===== src/sum_defs.svh =====
// Constants for the supply undervoltage monitor
`ifndef SUM_DEFS_SVH
`define SUM_DEFS_SVH
`define SUM_ADDR_STATUS 16'hFE0F
`define SUM_ADDR_OPTION 16'h001F
`define SUM_ADDR_RSTSRC 16'hFE01
`define SUM_ADDR_IRQSTAT 16'hFE20
`define SUM_ADDR_IRQMASK 16'hFE24
`define SUM_BIT_FLAG 7
`define SUM_BIT_PWR 0
`define SUM_BIT_RST 1
`define SUM_BIT_STOP 2
`define SUM_BIT_RSTSRC 1
`define SUM_BIT_IRQ 0
`define SUM_OPTION_RESET 8'h00
`define SUM_CPU_FILTER 4'h9
`define SUM_XTAL_FILTER 6'h24
`define SUM_SYNC_STAGES 2
`endif


===== src/sum_pkg.sv =====
// Types for the supply undervoltage monitor
`default_nettype none
package sum_pkg;
  typedef struct packed {
    logic powerEnableN;
    logic tripResetEnableN;
    logic stopModeMonitorEnableN;
  } sum_option_t;
  typedef enum logic [1:0] {
    SUM_IDLE = 2'b00,
    SUM_FILTER = 2'b01,
    SUM_HOLD = 2'b11
  } sum_state_t;
endpackage
`default_nettype wire


===== src/sum_sync.sv =====
// Two-stage synchroniser for the comparator level
`timescale 1ns/1ps
`default_nettype none
module sum_sync (
  input wire logic clock,
  input wire logic rst,
  input wire logic din,
  output logic dout
);
  logic meta_reg;
  always_ff @(posedge clock or posedge rst) begin
    if (rst) begin
      meta_reg <= 1'b0;
      dout <= 1'b0;
    end else begin
      meta_reg <= din;
      dout <= meta_reg;
    end
  end
endmodule
`default_nettype wire


===== src/sum_count.sv =====
// Saturating filter counter, restarts when the condition drops
`timescale 1ns/1ps
`default_nettype none
module sum_count #(
  parameter int W = 6
) (
  input wire logic clock,
  input wire logic rst,
  input wire logic tick,
  input wire logic cond,
  input wire logic [W-1:0] limit,
  output logic done
);
  logic [W-1:0] cnt_reg;
  logic [W-1:0] cnt_next;
  assign cnt_next = !cond ? '0 : (tick && cnt_reg != limit) ? W'(cnt_reg + 1'b1) : cnt_reg;
  assign done = cond && (cnt_reg == limit);
  always_ff @(posedge clock or posedge rst) begin
    if (rst) begin
      cnt_reg <= '0;
    end else begin
      cnt_reg <= cnt_next;
    end
  end
endmodule
`default_nettype wire


===== src/sum_monitor.sv =====
// Supply undervoltage monitor: filters, flag, reset hold and APB registers
// How it works
// - Monitor is enabled right out of reset, no software needed.
// - Power, reset and stop enables come from the option register.
// - Monitoring runs only while the power enable bit is zero.
// - Reset enable bit at one suppresses monitor resets; flag still works.
// - Reset raised after nine consecutive CPU cycles at or below falling level.
// - Once in reset, hold until supply reported above rising level.
// - One CPU cycle above rising level releases the reset.
// - External reset pin driven low during a monitor reset.
// - Comparator drives the low supply flag while monitoring runs, resets or not.
// - Flag sets after 36 crystal cycles below falling level.
// - Flag clears above rising level, holds between the two levels.
// - Status bit 7 is the flag, others zero, writes ignored.
// - No interrupt request is ever made by the monitor; here irq rises on a monitor reset while the mask bit is set.
// - Monitoring stays on in wait mode; reset ends wait mode.
// - Stop mode keeps monitoring only when stop and power enables zero.
// - Power enable zero and stop enable one disables stop monitoring.
// - In stop mode a trip bypasses the cycle filter to reset.
// - Monitor resets set the reset source bit, cleared on read.
//
// The APB interface to the registers was decided locally.
`timescale 1ns/1ps
`default_nettype none
`include "sum_defs.svh"
module sum_monitor
  import sum_pkg::*;
(
  input wire logic clock,
  input wire logic rst,
  input wire logic xtalTick,
  input wire logic belowFalling,
  input wire logic aboveRising,
  input wire logic waitMode,
  input wire logic stopMode,
  input wire logic psel,
  input wire logic penable,
  input wire logic pwrite,
  input wire logic [15:0] paddr,
  input wire logic [31:0] pwdata,
  output logic [31:0] prdata,
  output logic pready,
  output logic pslverr,
  output logic monitorReset,
  output logic resetPinOut,
  output logic resetPinOe,
  output logic wakeRequest,
  output logic irq
);
  sum_option_t option_reg;
  sum_state_t state_reg;
  sum_state_t state_next;
  logic flag_reg;
  logic flag_next;
  logic srcBit_reg;
  logic irqStat_reg;
  logic irqMask_reg;
  logic [31:0] prdata_reg;
  logic belowSync;
  logic aboveSync;
  logic monitorActive;
  logic resetEnabled;
  logic cpuDone;
  logic xtalDone;
  logic cpuTick;
  logic tripNow;
  logic fire;

  sum_sync u_sync_below (.clock(clock), .rst(rst), .din(belowFalling), .dout(belowSync));
  sum_sync u_sync_above (.clock(clock), .rst(rst), .din(aboveRising), .dout(aboveSync));

  assign monitorActive = !option_reg.powerEnableN
                         && (!stopMode || !option_reg.stopModeMonitorEnableN);
  assign resetEnabled = monitorActive && !option_reg.tripResetEnableN;
  assign cpuTick = !stopMode;

  sum_count #(.W(4)) u_cpu_filter (
    .clock(clock), .rst(rst), .tick(cpuTick), .cond(belowSync && monitorActive),
    .limit(4'(`SUM_CPU_FILTER - 1)), .done(cpuDone)
  );
  sum_count #(.W(6)) u_xtal_filter (
    .clock(clock), .rst(rst), .tick(xtalTick), .cond(belowSync && monitorActive),
    .limit(`SUM_XTAL_FILTER), .done(xtalDone)
  );

  assign tripNow = resetEnabled && belowSync && (stopMode || cpuDone);

  always_comb begin
    state_next = state_reg;
    case (state_reg)
      SUM_IDLE: begin
        if (resetEnabled && belowSync) begin
          state_next = SUM_FILTER;
        end
      end
      SUM_FILTER: begin
        if (tripNow) begin
          state_next = SUM_HOLD;
        end else if (!(resetEnabled && belowSync)) begin
          state_next = SUM_IDLE;
        end
      end
      SUM_HOLD: begin
        if (aboveSync) begin
          state_next = SUM_IDLE;
        end
      end
      default: state_next = SUM_IDLE;
    endcase
  end
  assign fire = (state_reg != SUM_HOLD) && (state_next == SUM_HOLD);

  assign flag_next = aboveSync ? 1'b0 : (xtalDone ? 1'b1 : flag_reg);

  always_ff @(posedge clock or posedge rst) begin
    if (rst) begin
      state_reg <= SUM_IDLE;
      flag_reg <= 1'b0;
    end else begin
      state_reg <= state_next;
      flag_reg <= flag_next;
    end
  end

  assign monitorReset = (state_reg == SUM_HOLD);
  assign resetPinOut = 1'b0;
  assign resetPinOe = monitorReset;
  assign wakeRequest = monitorReset && (waitMode || stopMode);

  // APB decode
  logic wrEn;
  logic rdEn;
  logic hitStatus;
  logic hitOption;
  logic hitSrc;
  logic hitIrqStat;
  logic hitIrqMask;
  logic hitAny;
  assign wrEn = psel && penable && pwrite;
  assign rdEn = psel && penable && !pwrite;
  assign hitStatus = (paddr == `SUM_ADDR_STATUS);
  assign hitOption = (paddr == `SUM_ADDR_OPTION);
  assign hitSrc = (paddr == `SUM_ADDR_RSTSRC);
  assign hitIrqStat = (paddr == `SUM_ADDR_IRQSTAT);
  assign hitIrqMask = (paddr == `SUM_ADDR_IRQMASK);
  assign hitAny = hitStatus || hitOption || hitSrc || hitIrqStat || hitIrqMask;
  assign pready = 1'b1;
  assign pslverr = psel && penable && !hitAny;
  assign prdata = prdata_reg;

  logic [31:0] rdMux;
  always_comb begin
    rdMux = 32'h00000000;
    // Flag at bit 7, rest zero
    if (hitStatus) begin
      rdMux[`SUM_BIT_FLAG] = flag_reg;
    end else if (hitOption) begin
      rdMux[`SUM_BIT_PWR] = option_reg.powerEnableN;
      rdMux[`SUM_BIT_RST] = option_reg.tripResetEnableN;
      rdMux[`SUM_BIT_STOP] = option_reg.stopModeMonitorEnableN;
    end else if (hitSrc) begin
      rdMux[`SUM_BIT_RSTSRC] = srcBit_reg;
    end else if (hitIrqStat) begin
      rdMux[`SUM_BIT_IRQ] = irqStat_reg;
    end else if (hitIrqMask) begin
      rdMux[`SUM_BIT_IRQ] = irqMask_reg;
    end
  end

  always_ff @(posedge clock or posedge rst) begin
    if (rst) begin
      option_reg <= sum_option_t'(3'(`SUM_OPTION_RESET));
      prdata_reg <= 32'h00000000;
    end else begin
      if (wrEn && hitOption) begin
        option_reg.powerEnableN <= pwdata[`SUM_BIT_PWR];
        option_reg.tripResetEnableN <= pwdata[`SUM_BIT_RST];
        option_reg.stopModeMonitorEnableN <= pwdata[`SUM_BIT_STOP];
      end
      if (psel && !penable && !pwrite) begin
        prdata_reg <= rdMux;
      end
    end
  end

  // Source bit, set wins over read clear
  // Chip reset clears it here; system keeps it across monitor resets
  always_ff @(posedge clock or posedge rst) begin
    if (rst) begin
      srcBit_reg <= 1'b0;
      irqStat_reg <= 1'b0;
      irqMask_reg <= 1'b0;
    end else begin
      if (fire) begin
        srcBit_reg <= 1'b1;
      end else if (rdEn && hitSrc) begin
        srcBit_reg <= 1'b0;
      end
      if (fire) begin
        irqStat_reg <= 1'b1;
      end else if (wrEn && hitIrqStat && pwdata[`SUM_BIT_IRQ]) begin
        irqStat_reg <= 1'b0;
      end
      if (wrEn && hitIrqMask) begin
        irqMask_reg <= pwdata[`SUM_BIT_IRQ];
      end
    end
  end

  // Monitor itself requests none; optional bus-side event only
  assign irq = irqStat_reg && irqMask_reg;
endmodule
`default_nettype wire


===== config.mk =====
export PLATFORM = sky130hd
export DESIGN_NAME = sum_monitor
export DESIGN_NICKNAME = d
export VERILOG_FILES = /design/src/sum_pkg.sv /design/src/sum_sync.sv /design/src/sum_count.sv /design/src/sum_monitor.sv
export VERILOG_INCLUDE_DIRS = /design/src
export SDC_FILE = /design/constraint.sdc
export NUM_CORES = 1
export LEC_CHECK = 0
export ABC_CLOCK_PERIOD_IN_PS = 2500
export BUFFER_PORTS_ARGS = -buffer_cell sky130_fd_sc_hd__buf_2
export CORE_MARGIN = 2
export CORE_UTILIZATION = 44
export DETAILED_ROUTE_END_ITERATION = 7
export HOLD_SLACK_MARGIN = 0.02
export PLACE_DENSITY = 0.86
export SLEW_MARGIN = 40
export SYNTH_ARGS = -nofsm -noshare
export SYNTH_HDL_FRONTEND = slang
export SYNTH_SLANG_ARGS = --single-unit

===== constraint.sdc =====
create_clock -name clock -period 2.5 [get_ports clock]
set_input_delay 0.75 -clock clock [delete_from_list [all_inputs] [get_ports clock]]
set_output_delay 0.75 -clock clock [all_outputs]
set_load 0.02 [all_outputs]

==> results.json <==
{
  "holdBufCountCts": 0,
  "worstPathArrival_ns": 1.91,
  "synth_seq_cells": 27,
  "io_pins": 97,
  "finalCriticalPeriod_ns": 2.66,
  "first_pass_iters": 4,
  "largest_register_ffs": 6,
  "worst_pin_slew_ns": 0.599,
  "syn_area_mm2": 0.00166,
  "path_class": "input pin to primary output",
  "r2r_start": "u_cpu_filter.cnt_reg[0]$_DFFE_PP0P_",
  "antenna_found_initial": 0,
  "fin_worst_skew_ns": 0.00397,
  "synth_mux_area_share_pct": 5.35,
  "worst_slack_ns": -0.164,
  "cts_buffer_depth": 2,
  "violations": "setup timing",
  "drt_wl_total_um": 2920,
  "cp.required_ns": 1.75,
  "dr.first_iter.drc_count": 34,
  "postCtsSetupBuffers": 0,
  "drc": 0,
  "routed-via-count": 1238,
  "max-slew-margin-rel_pct": 59.9,
  "yosys.area_share.simple_pct": 22.3,
  "finalSetupTns_ns": -0.164,
  "hold_class": "register to register",
  "die_width_um": 65.5,
  "yosys_most_used_dff": "dfrtp_1",
  "r2r_end": "irqStat_reg$_DFFE_PP0P_",
  "synth_adder_area_share_pct": 3.01,
  "row_count": 22,
  "async_flop_share_pct": 100,
  "wl_per_cell_um": 11.1,
  "clkLatencyLatePin_ns": 0.27,
  "synth_edf_count": 0,
  "stdcell_area_mm2": 0.00193,
  "whs_endpoint": "u_sync_above.dout$_DFF_PP0_",
  "placed_cells": 258,
  "synth_compound_area_share_pct": 9.34,
  "whs_ns": 0.356,
  "post-dp-hpwl_um": 2340,
  "synth_top_family_by_area": "simple AND/OR/NAND/NOR gates",
  "instances_no_fill": 262,
  "die-area_mm2": 0.00428,
  "rsz0062_at_grt": "yes",
  "first_global_vias": 1173,
  "setup_viol": 1,
  "antenna_cells": 0,
  "reg2reg_slack_ns": 0.86,
  "place_ws_ns": -0.175,
  "dpl_cell_area_mm2": 0.00187,
  "nets": 277,
  "syn_inst": 166,
  "synth_xor_area_share_pct": 2.64,
  "ys_seq_area_share_pct": 40.7,
  "fmax_mhz": 375,
  "seq_area_um2": 676,
  "viasPerCell": 4.73,
  "p_leak_nw": 0.971,
  "final_hold_viol_count": 0,
  "worstRegToRegCells": 5,
  "clockRootBuffer": "clkbuf_8",
  "final.fill_count": 341,
  "max-cap-violations": 0,
  "drive_gt1_share_pct": 30.4,
  "fp.coreArea_mm2": 0.00363,
  "io_buffers": 37,
  "whs_path_depth": 0,
  "fin_util_pct": 53.0,
  "cellPowerDensity_mw_per_mm2": 440,
  "vdd_drop_max_uv": 327,
  "synth_cell_types": 48,
  "cts_buffers": 3,
  "area_growth_pct": 15.9,
  "yosys_warnings": 0,
  "end_kind": "primary output",
  "cts_tree": "done",
  "die_y_um": 65.5,
  "h-tree-depth": 1,
  "gp_congestion": 0.874,
  "grt_max_degree": 28,
  "syn_avg_cell_area_um2": 10.0,
  "outcome": "finished with violations",
  "cp-startpoint": "paddr[1]",
  "multi_input_area_um2": 827,
  "crit_fanout": 3,
  "power_uw": 847,
  "ant_nets": 0,
  "period_share_pct": 107,
  "cts_num_sinks": 27,
  "start_kind": "input pin",
  "hp-start": "u_sync_above.meta_reg$_DFF_PP0_",
  "grt_first_pass_wirelength_um": 4930,
  "clk_pin_slew_ns": 0.09,
  "initial_utilization_pct": 45.7,
  "final_max_slew_viol_count": 0,
  "track_usage_pct": 14.8,
  "grt-ovfl-total": 0
}
cell usage in the layout, fill, tap and decap left out, types with 5 or more instances in the layout:
| cell type | Yosys | routed |
|---|---|---|
| buf_4 | 31 | 12 |
| nand3_1 | 5 | 5 |
| conb_1 | 2 | 30 |
| buf_2 | 0 | 35 |
| nand2_1 | 7 | 7 |
| a21oi_1 | 5 | 5 |
| dfrtp_1 | 27 | 27 |
| inv_1 | 8 | 8 |
| nor2_1 | 13 | 13 |
logic make-up (layout without fill, tap and decap cells):
family / Yosys count / after routing
AOI/OAI and AO/OA: 22 / 22
xor gates and xnor gates: 5 / 5
adders and majority gates: 4 / 4
buffers and inverters: 41 / 61
DFF: 27 / 27
muxes: 8 / 8
other: 2 / 30
and+or+nand+nor: 57 / 57
critical path, cell delays in order:
cell and delay, ns:
buf_6 0.09, or4b_4 0.54, nor4_4 0.27, nor4_2 0.09, buf_2 0.16
final cells by class:
| class | count | share of cell area [%] |
|---|---|---|
| inverter | 8 | 1.56 |
| multi-input combinational | 126 | 42.9 |
| timing repair buffer | 49 | 14.9 |
| clock buffer | 4 | 2.34 |
| sequential | 27 | 35.1 |
| tap | 48 | 3.12 |
worst max path at each step:
stage | slack (ns) | endpoint
3_5_place_dp | -0.17 | pslverr
5_1_grt | -0.20 | pslverr
2_1_floorplan | 0.02 | pslverr
4_1_cts | -0.16 | pslverr
6_report | -0.16 | pslverr
3_3_place_gp | -0.17 | pslverr
per-layer routing:
layer	global-route usage, %	vias to the layer above	part of all wire [%]
met1	19.9	575	47
met3	2.57	6	4.6
li1	-	616	-
met4	6.51	0	2.2
met2	23.3	41	46
met5	0	-	0
power breakdown:
group	internal [mW]	leakage, nW	switching (mW)	total, mW
clock	0.114	0.0228	0.127	0.242
sequential	0.449	0.352	0.0104	0.459
combinational	0.0509	0.596	0.0949	0.146
timing repair:
action | CTS | global route
pin swaps | 0 | 0
resized for setup | 2 | 0
cloned | 0 | 0
endpoints found under the setup margin | 1 | 1
Yosys cell counts, types with 2 or more instances:
cell type	count	share of area, %
buf_4	31	14
dfrtp_1	27	41
nor2_1	13	2.9
inv_1	8	1.8
nand2_1	7	1.6
a21oi_1	5	1.5
nand3_1	5	1.5
a21o_1	4	1.8
ha_1	4	3.0
mux2i_1	4	2.4
nor4_1	4	1.5
mux2_1	3	2.0
nand4_1	3	1.1
xnor2_1	3	1.6
a32oi_1	2	1.1
and2_1	2	0.75
clkbuf_1	2	0.45
conb_1	2	0.45
nand3b_1	2	0.90
nor2b_1	2	0.75
o21ai_1	2	0.60
or3_1	2	0.75
or4_1	2	0.90
or4b_4	2	1.7
xor2_1	2	1.1
Power figures use the tool's default switching activity.
